[config.mk]
export PLATFORM = sky130hd
export DESIGN_NAME = udc_bank
export DESIGN_NICKNAME = d
export VERILOG_FILES = /design/src/rtl/udc_pkg.sv /design/src/rtl/udc_bank.sv
export SDC_FILE = /design/constraint.sdc
export NUM_CORES = 2
export LEC_CHECK = 0
export ABC_CLOCK_PERIOD_IN_PS = 6850
export BUFFER_PORTS_ARGS = -buffer_cell sky130_fd_sc_hd__buf_2
export CORE_ASPECT_RATIO = 1.4
export CORE_MARGIN = 2
export CORE_UTILIZATION = 50
export DETAILED_ROUTE_END_ITERATION = 10
export GPL_ROUTABILITY_DRIVEN = 0
export PLACE_DENSITY = 0.7
export REMOVE_ABC_BUFFERS = 1
export SLEW_MARGIN = 20
export SYNTH_ARGS = -nofsm -noshare
export SYNTH_HDL_FRONTEND = slang
export SYNTH_SLANG_ARGS = --single-unit
[constraint.sdc]
create_clock -name clock -period 6.85 [get_ports clock]
set_input_delay 2.055 -clock clock [delete_from_list [all_inputs] [get_ports clock]]
set_output_delay 2.055 -clock clock [all_outputs]
set_load 0.01 [all_outputs]
[src/rtl/udc_pkg.sv]
// Contract
// - sixteen independent counters, each with value, setpoint, mode and contact; the code gives a mode bit to the last four only
// - contact is on while actual value is at or above the setpoint
// - value moves by one only on a rising edge of the pulse coil
// - direction coil off counts up, direction coil on counts down
// - while the clear coil is on the actual value is zero
// - setpoint is a constant from zero to thirty-two thousand
// - counting up holds at thirty-two thousand until direction reverses
// - counting down holds at zero until direction reverses
// - with no edge and no clear the value stays unchanged
// - after reversal the contact drops in the same evaluation the value drops
// - only the last four counters accept the alternative counting mode
// - in alternative mode the last four count from the fast inputs
// - retention selectable only for counters five to eight and thirteen to sixteen
// - a retentive counter keeps its value over run to stop and power loss
// - on restart in run a retentive counter resumes from its stored value
package udc_pkg;

  // bank shape
  localparam int unsigned NUM_COUNTERS = 16;
  localparam int unsigned NUM_FAST     = 4;
  localparam int unsigned FIRST_ALT    = 12;
  localparam int unsigned VALUE_W      = 16;
  localparam int unsigned ADDR_W       = 6;
  localparam int unsigned DATA_W       = 16;

  // value range
  localparam logic [15:0] VALUE_MIN    = 16'h0000;
  localparam logic [15:0] VALUE_MAX    = 16'h7D00;
  localparam logic [15:0] SETPOINT_RST = 16'h0000;

  // counters 5..8 and 13..16 may be made retentive
  localparam logic [15:0] RETAIN_ALLOWED = 16'hF0F0;
  localparam logic [15:0] RETAIN_RST     = 16'h0000;
  localparam logic [3:0]  ALT_RST        = 4'h0;

  // register map, word addresses on the plain port
  localparam logic [5:0] ADDR_SETPOINT = 6'h00;
  localparam logic [5:0] ADDR_ACTUAL   = 6'h10;
  localparam logic [5:0] ADDR_CONTROL  = 6'h20;
  localparam logic [5:0] ADDR_RETAIN   = 6'h21;
  localparam logic [5:0] ADDR_ALTMODE  = 6'h22;
  localparam logic [5:0] ADDR_CONTACT  = 6'h23;

  // field positions
  localparam int unsigned CTRL_RUN_BIT = 0;

endpackage
[src/rtl/udc_bank.sv]
`timescale 1ns/10ps
module udc_bank #(
  parameter int unsigned NUM_COUNTERS = udc_pkg::NUM_COUNTERS,
  parameter int unsigned NUM_FAST     = udc_pkg::NUM_FAST
) (
  input  wire logic                       clock,           // 200 MHz system clock
  input  wire logic                       reset_n,         // synchronous reset, active low
  input  wire logic                       scan_tick,       // one-cycle pulse per program scan
  input  wire logic [NUM_COUNTERS-1:0]    pulse_coil,      // count coils
  input  wire logic [NUM_COUNTERS-1:0]    direction_coil,  // direction coils, high counts down
  input  wire logic [NUM_COUNTERS-1:0]    clear_coil,      // clear coils, high forces zero
  input  wire logic [NUM_FAST-1:0]        fast_inputs,     // fast count pins, asynchronous
  input  wire logic [udc_pkg::ADDR_W-1:0] address,         // register word address
  input  wire logic [udc_pkg::DATA_W-1:0] write_data,      // register write data
  input  wire logic                       write_strobe,    // one-cycle write request
  input  wire logic                       read_strobe,     // one-cycle read request
  output logic      [udc_pkg::DATA_W-1:0] read_data,       // read data, cycle after strobe
  output logic      [NUM_COUNTERS-1:0]    counter_contact  // value at or above setpoint
);

  // configuration and state
  logic                               run;
  logic                               run_prev;
  logic                               run_start;
  logic [udc_pkg::VALUE_W-1:0]        setpoint [NUM_COUNTERS];
  logic [udc_pkg::VALUE_W-1:0]        actual   [NUM_COUNTERS];
  logic [NUM_COUNTERS-1:0]            retain;
  logic [NUM_FAST-1:0]                alt_mode;
  logic [NUM_FAST-1:0]                fast_meta;
  logic [NUM_FAST-1:0]                fast_sync;
  logic [NUM_FAST-1:0]                fast_prev;
  logic [NUM_FAST-1:0]                fast_edge;
  logic [udc_pkg::DATA_W-1:0]         next_read_data;
  logic [udc_pkg::ADDR_W-1:0]         addr_offset;
  logic [3:0]                         addr_index;
  logic                               wr_setpoint;
  logic [udc_pkg::VALUE_W-1:0]        clamped_setpoint;

  // two-stage synchroniser on the fast pins, then an edge detector on stage two
  always_ff @(posedge clock) begin
    if (!reset_n) begin
      fast_meta <= '0;
      fast_sync <= '0;
      fast_prev <= '0;
    end else begin
      fast_meta <= fast_inputs;
      fast_sync <= fast_meta;
      fast_prev <= fast_sync;
    end
  end

  assign fast_edge = fast_sync & ~fast_prev;

  // run flag history, a rising run marks a restart
  always_ff @(posedge clock) begin
    if (!reset_n) begin
      run_prev <= 1'b0;
    end else begin
      run_prev <= run;
    end
  end

  assign run_start = run & ~run_prev;

  // address split for the per-counter setpoint block
  assign addr_offset      = address - udc_pkg::ADDR_SETPOINT;
  assign addr_index       = addr_offset[3:0];
  assign wr_setpoint      = write_strobe && (address[5:4] == udc_pkg::ADDR_SETPOINT[5:4]);
  assign clamped_setpoint = (write_data > udc_pkg::VALUE_MAX) ? udc_pkg::VALUE_MAX : write_data;

  // control register
  always_ff @(posedge clock) begin
    if (!reset_n) begin
      run <= 1'b0;
    end else if (write_strobe && (address == udc_pkg::ADDR_CONTROL)) begin
      run <= write_data[udc_pkg::CTRL_RUN_BIT];
    end
  end

  // retention select, only the permitted counters take a one
  always_ff @(posedge clock) begin
    if (!reset_n) begin
      retain <= udc_pkg::RETAIN_RST;
    end else if (write_strobe && (address == udc_pkg::ADDR_RETAIN)) begin
      retain <= write_data & udc_pkg::RETAIN_ALLOWED;
    end
  end

  // alternative mode select for the last four counters
  always_ff @(posedge clock) begin
    if (!reset_n) begin
      alt_mode <= udc_pkg::ALT_RST;
    end else if (write_strobe && (address == udc_pkg::ADDR_ALTMODE)) begin
      alt_mode <= write_data[NUM_FAST-1:0];
    end
  end

  // setpoint store, writes above the range are clamped
  always_ff @(posedge clock) begin
    if (!reset_n) begin
      for (int k = 0; k < NUM_COUNTERS; k++) begin
        setpoint[k] <= udc_pkg::SETPOINT_RST;
      end
    end else if (wr_setpoint) begin
      setpoint[addr_index] <= clamped_setpoint;
    end
  end

  // read decode, unmapped addresses read as zero
  always_comb begin
    next_read_data = '0;
    if (address[5:4] == udc_pkg::ADDR_SETPOINT[5:4]) begin
      next_read_data = setpoint[address[3:0]];
    end else if (address[5:4] == udc_pkg::ADDR_ACTUAL[5:4]) begin
      next_read_data = actual[address[3:0]];
    end else begin
      case (address)
        udc_pkg::ADDR_CONTROL: next_read_data = {15'h0000, run};
        udc_pkg::ADDR_RETAIN:  next_read_data = retain;
        udc_pkg::ADDR_ALTMODE: next_read_data = {12'h000, alt_mode};
        udc_pkg::ADDR_CONTACT: next_read_data = counter_contact;
        default:               next_read_data = '0;
      endcase
    end
  end

  // read data stand only in the cycle after the strobe
  always_ff @(posedge clock) begin
    if (!reset_n) begin
      read_data <= '0;
    end else if (read_strobe) begin
      read_data <= next_read_data;
    end else begin
      read_data <= '0;
    end
  end

  // one counter function block per channel
  for (genvar i = 0; i < NUM_COUNTERS; i++) begin : g_counter
    logic                        pulse_prev;
    logic                        dir_held;
    logic                        clear_held;
    logic                        dir_act;
    logic                        clear_act;
    logic                        alt;
    logic                        alt_edge;
    logic                        step;
    logic                        contact;
    logic [udc_pkg::VALUE_W-1:0] value;
    logic [udc_pkg::VALUE_W-1:0] next_value;
    logic [udc_pkg::VALUE_W-1:0] cmp_value;
    logic [udc_pkg::VALUE_W-1:0] store;

    // only the last four counters have a fast input and a mode bit
    if (i >= udc_pkg::FIRST_ALT) begin : g_alt
      assign alt      = alt_mode[i-udc_pkg::FIRST_ALT];
      assign alt_edge = fast_edge[i-udc_pkg::FIRST_ALT];
    end else begin : g_norm
      assign alt      = 1'b0;
      assign alt_edge = 1'b0;
    end

    // coil states captured once per scan
    always_ff @(posedge clock) begin
      if (!reset_n) begin
        pulse_prev <= 1'b0;
        dir_held   <= 1'b0;
        clear_held <= 1'b0;
      end else if (scan_tick) begin
        pulse_prev <= pulse_coil[i];
        dir_held   <= direction_coil[i];
        clear_held <= clear_coil[i];
      end
    end

    // coil levels in force this cycle: fresh at a scan, held between scans
    assign dir_act   = scan_tick ? direction_coil[i] : dir_held;
    assign clear_act = scan_tick ? clear_coil[i] : clear_held;

    // counted edge: scanned rising coil, or fast pin edge in alternative mode
    assign step = alt ? alt_edge : (scan_tick & pulse_coil[i] & ~pulse_prev);

    // next actual value with clear priority and saturation at both ends
    always_comb begin
      next_value = value;
      if (clear_act) begin
        next_value = udc_pkg::VALUE_MIN;
      end else if (step) begin
        if (dir_act) begin
          if (value != udc_pkg::VALUE_MIN) begin
            next_value = value - 16'h0001;
          end
        end else begin
          if (value < udc_pkg::VALUE_MAX) begin
            next_value = value + 16'h0001;
          end
        end
      end
    end

    // actual value: restore at restart, update while running, hold while stopped
    always_ff @(posedge clock) begin
      if (!reset_n) begin
        value <= udc_pkg::VALUE_MIN;
      end else if (run_start) begin
        value <= retain[i] ? store : udc_pkg::VALUE_MIN;
      end else if (run) begin
        value <= next_value;
      end
    end

    // backing store kept through reset, stands in for non-volatile memory
    always_ff @(posedge clock) begin
      if (reset_n && run && !run_start) begin
        store <= next_value;
      end
    end

    // contact compares the value this scan ends with, so it drops at once
    assign cmp_value = (run && !run_start) ? next_value : value;

    always_ff @(posedge clock) begin
      if (!reset_n) begin
        contact <= 1'b0;
      end else if (scan_tick) begin
        contact <= (cmp_value >= setpoint[i]);
      end
    end

    assign actual[i]          = value;
    assign counter_contact[i] = contact;
  end

endmodule

Yosys cells after proc, flatten, opt, wreduce, memory -nomap -nowiden
Memories as Yosys holds them, arrays and structs flattened.
Cells that the tools add are included.
- flip-flop bits (word level): 490
- bits in writable memories: 256
- output and inout bits: 32
- memories kept: 1
- memories (memory ; words ; width ; read ports ; clocked after memory_dff ; write ports ; line ; text):
    setpoint ; 16 ; 16 ; 17 ; 0 ; 16 ; udc_bank.sv:25 ; logic [udc_pkg::VALUE_W-1:0] setpoint [NUM_COUNTERS];
- add/sub/neg operators: 32
- order comparisons: 34
- eq/ne operators: 5
- mux-type cells: 186
- bitwise gates (word level): 53
- reductions and logical operators: 28
- operators by type and width (cell ; number):
    16-bit 2-to-1 mux ; 142
    16-bit by 1-bit adder with 16-bit output (second input constant) ; 16
    16-bit >= comparator ; 16
    16-bit by 15-bit < comparator with 1-bit output (second input constant) ; 16
    16-bit nonzero test ; 16
    16-bit by 1-bit subtractor with 16-bit output (second input constant) ; 16
    16-bit binary-select mux with 4-bit select ; 1
    16-bit case mux with 4 select lines ; 1
    1-bit 2-to-1 mux ; 41
    1-bit bitwise AND ; 33
    6-bit == test (second input constant) ; 4
    1-bit NOT ; 17
    16-bit by 15-bit > comparator with 1-bit output (second input constant) ; 1
    16-bit OR reduction ; 1
    1-bit logical AND ; 7
    5-bit >= comparator (second input constant) ; 1
    4-bit NOT with 5-bit output ; 1
    4-bit bitwise AND ; 1
    4-bit 2-to-1 mux ; 1
    4-bit NOT ; 1
    2-bit by 1-bit == test with 1-bit output (second input constant) ; 1
    2-bit logical NOT ; 1
    2-bit AND reduction ; 1
    2-bit nonzero test ; 1
    1-bit logical NOT ; 1

Depth between registers and ports, before layout
- depth after elaboration: 7
- mapped depth: 17

Worst setup path after synthesis
Ideal clock, no wire load.
- path type: in2reg
- start: input port reset_n
- end: register g_counter[12].store[0] (netlist name) (enable)
- arrival: 5420 ps
- data required time: 6368 ps
- setup slack: 948 ps
- stages: 5
- cell sequence: clkbuf_1 -> clkbuf_1 -> clkbuf_1 -> nand2_1 -> inv_1
- word-level cells in the longest chain between the ends: 2
- RTL lines (item ; line ; text):
    start, declared ; udc_bank.sv:7 ; input wire logic reset_n,
    1-bit logical AND (2 in series) ; udc_bank.sv:214 ; if (reset_n && run && !run_start) begin
    end signal, assigned ; udc_bank.sv:215 ; store <= next_value;
    end, declared ; udc_bank.sv:152 ; logic [udc_pkg::VALUE_W-1:0] store;
Every way passes these cells.
A chain may end at the register's enable or synchronous reset.

Final worst setup path
- start: input port scan_tick
- end: register g_counter[5].contact
- word-level cells in the longest chain between the ends: 6
- RTL lines (item ; line ; text):
    start, declared ; udc_bank.sv:8 ; input wire logic scan_tick,
    1-bit 2-to-1 mux / 1-bit bitwise AND (equally long branches) ; n/a ;
    16-bit 2-to-1 mux / 1-bit bitwise AND (equally long branches) ; udc_bank.sv:189, udc_bank.sv:181 ;
    16-bit 2-to-1 mux ; udc_bank.sv:188 ; end else if (step) begin
    16-bit 2-to-1 mux ; udc_bank.sv:186 ; if (clear_act) begin
    16-bit 2-to-1 mux ; udc_bank.sv:220 ; assign cmp_value = (run && !run_start) ? next_value : value;
    16-bit >= comparator ; udc_bank.sv:226 ; contact <= (cmp_value >= setpoint[i]);
    end signal, assigned ; udc_bank.sv:226 ;
    end, declared ; udc_bank.sv:148 ; logic contact;
Parallel ways exist; a longest one is shown, timed or not.

==> results.rst <==
.. list-table::
   :header-rows: 1

   * - Metric
     - Value
   * - Status
     - completed
   * - Hold depth
     - 1
   * - CP max stage cell
     - mux2i_1
   * - Die Height
     - 395.5 µm
   * - Number of max-capacitance violations reported
     - 0
   * - Initial antenna violation count
     - 8
   * - List of cells traversed by the critical path
     - buf_6 > buf_4 > mux2i_1 > nand4_1 > o31ai_1 > nand3_1 > o31ai_1 > ha_1 > nor2b_1 > o21ai_0 > a31oi_1 > a221o_1
   * - Synthesized area divided by synthesized cell count
     - 8.583 µm²
   * - Clock slew seen by the registers of the worst setup and hold paths
     - 0.07 ns
   * - Post-CTS setup buffer count
     - 0
   * - Number of hold buffers added after cts
     - 0
   * - Biggest cell delay along the critical path
     - 0.57 ns
   * - Final cycle utilization of the critical path
     - 78.33%
   * - Site Rows
     - 143
   * - Area of all placed cells without fillers
     - 58650 µm²
   * - DR vias/cell
     - 6.936
   * - Area enclosed by the die boundary
     - 112200 µm²
   * - DRT Wirelength
     - 208600 µm
   * - Synthesized netlist cell count
     - 6377
   * - Library cell appearing most often on the critical path
     - o31ai_1
   * - Share of the core filled with cells in the final layout
     - 54.00%
   * - Final worst hold slack
     - 0.4291 ns
   * - Buffers on Ports
     - 110
   * - Clock Latency Late Sink
     - 0.70 ns
   * - Area after DPL
     - 55950 µm²
   * - Post-DP HPWL
     - 151600 µm
   * - GRT Util Overall
     - 36.14%
   * - Final Slew Violations
     - 0
   * - Core Box Area
     - 108600 µm²
   * - Crit path launch type
     - input pin
   * - Cell accounting for the most synthesized area
     - edfxtp_1
   * - Area overhead of the layout relative to synthesis
     - 7.148%
   * - RSZ-0062 raised after global routing
     - false
   * - Register share of total power
     - 46.6%
   * - Main synth FF type
     - edfxtp_1
   * - Logic pwr share
     - 10.3%
   * - Worst Tran Pin Value
     - 1.192 ns
   * - H-Tree Level Count
     - 3
   * - Switching power total
     - 0.002859 W
   * - Peak supply drop
     - 0.0001724 V
   * - Max Clk Rate
     - 186.4 MHz
   * - Post-synth ARST share
     - 0%
   * - Pin count of the biggest net entering global routing
     - 83
   * - Residual antenna-violating net count after detailed routing
     - 0
   * - Initial Util
     - 50.40%
   * - Data arrival, critical path
     - 5.96 ns
   * - Total internal power
     - 0.007675 W
   * - Post-synth EDFFs
     - 384
   * - Worst setup EP type
     - flip-flop
   * - Worst setup path class
     - input pin to flip-flop
   * - Cell area after technology mapping
     - 54730 µm²
   * - Kind of path behind the tightest hold check
     - flip-flop to flip-flop
   * - Leak
     - 22.49 nW
   * - Clock share of power
     - 43.1%
   * - Num ports
     - 111
   * - Fraction of post-synthesis cell area in the top cell type by area
     - 21.07%
   * - Buffer levels on the longest clock path
     - 3
   * - Sequential share of the synthesized area
     - 34.31%
   * - Clk root buf
     - clkbuf_16
   * - Final hold violations
     - 0
   * - Reg2reg path depth
     - 12
   * - Nets
     - 6557
   * - Residual DRC count
     - 0
   * - Share of cells above drive strength 1
     - 9.789%
   * - Max Clock Skew
     - 0.02427 ns
   * - Wire length of the first global-routing pass
     - 311600 µm
   * - TritonCTS Sinks
     - 746
   * - Areal power density over the cells
     - 179.6 nW/µm²
   * - Required arrival time at the worst endpoint
     - 7.44 ns
   * - Worst slew margin relative to its limit
     - 20.37%
   * - Routed length per instance
     - 27.11 µm
   * - Final setup violation count
     - 0
   * - Number of search-and-repair iterations in the first detailed-routing pass
     - 7
   * - Ranking of synthesized cells by area
     - edfxtp_1 21%, dfxtp_1 13%, ha_1 6.9%
   * - Aggregate global routing overflow
     - 0
   * - TritonCTS clock tree
     - yes
   * - Register bit count reported by yosys
     - 746
   * - Number of distinct library cells after synthesis
     - 109
   * - Inserted Clock Buffers
     - 80
   * - Final Critical Period
     - 5.365 ns
   * - Drt initial violations
     - 7880
   * - Via count of the first global-routing pass
     - 49830
   * - Proportion of total power due to net switching
     - 27.14%
   * - Yosys warning total
     - 0
   * - Via total after detailed routing
     - 53380
   * - Crit path max fanout
     - 22
   * - Chip width
     - 283.6 µm
   * - Post-CTS resize count
     - 0
## placed cells by master (no fill, tap or decap), drive strengths merged, types with 49 or more instances in the layout
cell type  synthesis  layout
a31oi            174     174
nand4            123     123
buf               89     196
nor3             122     122
o211ai            51      51
o31ai             67      67
xnor2             86      86
a22o              62      62
and2              74      74
o21ai            493     493
or3              139     139
o22ai             55      55
a21o             108     108
ha               304     304
edfxtp           384     384
clkbuf           408     103
nor2             675     675
a21oi            358     358
or4               49      49
nand3            187     187
mux2i             79      79
and3              69      69
inv              405     408
nor4             113     113
dfxtp            362     362
nand2            476     476
mux4             160     160
## flip-flops by register name, summed over array words and instances (netlist names)
signal,count
g_counter.value,256
setpoint,256
g_counter.store,128
g_counter.clear_held,16
g_counter.contact,16
g_counter.dir_held,16
g_counter.pulse_prev,16
read_data,16
retain,8
alt_mode,4
fast_meta,4
fast_prev,4
fast_sync,4
run,1
run_prev,1
## path summary, 6_finish.rpt
path / from / end / slack [ns]
worst min-delay path: fast_meta[0] / fast_sync[0] / 0.43
worst max-delay path: scan_tick / g_counter[5].contact / 1.48
worst min register to register: fast_meta[0] / fast_sync[0] / 0.43
worst max register to register: g_counter[12].value[1] / g_counter[12].contact / 2.36
## per-layer routing
metal / GRT usage (%) / up-vias / wire, µm
met5: 0.1724 / - / 59
met1: 41.97 / 25430 / 71860
met4: 27.18 / 8 / 18840
met2: 57.67 / 3566 / 93620
met3: 8.962 / 970 / 24250
li1: - / 23400 / -
## power groups by stage
stage	clock [W]	combinational (W)	sequential, W
after floorplan	0	0.000616	0.00493
after global placement	0	0.00104	0.00499
after detailed placement	0	0.00105	0.00499
after CTS	0.00457	0.00105	0.00490
after global routing	0.00473	0.00115	0.00490
final	0.00454	0.00109	0.00491
## metrics by stage
stage / instances / setup slack, ns / TNS, ns / total power (W)
final: 7695 / 1.485 / 0 / 0.01053
after floorplan: 5895 / -0.4337 / -11.85 / 0.005546
after detailed placement: 7542 / 0.9209 / 0 / 0.006043
after global routing: 7692 / 1.371 / 0 / 0.01078
after CTS: 7692 / 1.660 / 0 / 0.01052
after global placement: 7542 / 1.014 / 0 / 0.006026
## critical path: cells and delay by family
kind / cells / cell delay [ns]
compound gates: 5 / 1.64
simple gates: 3 / 0.69
mux: 1 / 0.57
fa+ha+maj: 1 / 0.32
buf+inv: 2 / 0.63
## cells in the mapped netlist (69+ instances only)
cell type / number
and3_1: 69
nand3_1: 187
inv_1: 405
nor4_1: 108
ha_1: 304
nor2_1: 672
mux2i_1: 74
xnor2_1: 86
edfxtp_1: 384
a21o_1: 108
mux4_2: 160
dfxtp_1: 362
o21ai_0: 485
nor3_1: 122
a31oi_1: 174
clkbuf_1: 407
nand4_1: 123
and2_1: 69
nand2_1: 475
a21oi_1: 355
or3_1: 138
## cells by family (layout without fill, tap and decap cells)
| group | count (synthesis) | after routing | synth area share [%] |
|---|---|---|---|
| AO/OA/AOI/OAI | 1772 | 1772 | 20.98 |
| adder cells (fa/ha/maj) | 304 | 304 | 6.949 |
| AND/OR/NAND/NOR | 2260 | 2260 | 20.62 |
| other | 1 | 19 | 0.006851 |
| buffers and inverters | 902 | 752 | 6.451 |
| multiplexers | 271 | 271 | 8.744 |
| XOR/XNOR | 121 | 121 | 1.936 |
| flip-flops | 746 | 746 | 34.31 |
## layout make-up
type | instances | area, µm²
clock inverter | 48 | 445.4
tap | 1450 | 1814
fill | 9855 | 49960
antenna | 3 | 7.507
timing repair buffer | 197 | 1319
multi-input combinational | 4744 | 32520
clock buffer | 102 | 2228
sequential | 746 | 18780
inverter | 405 | 1528
Note: power is estimated with default switching activity, not from simulation.
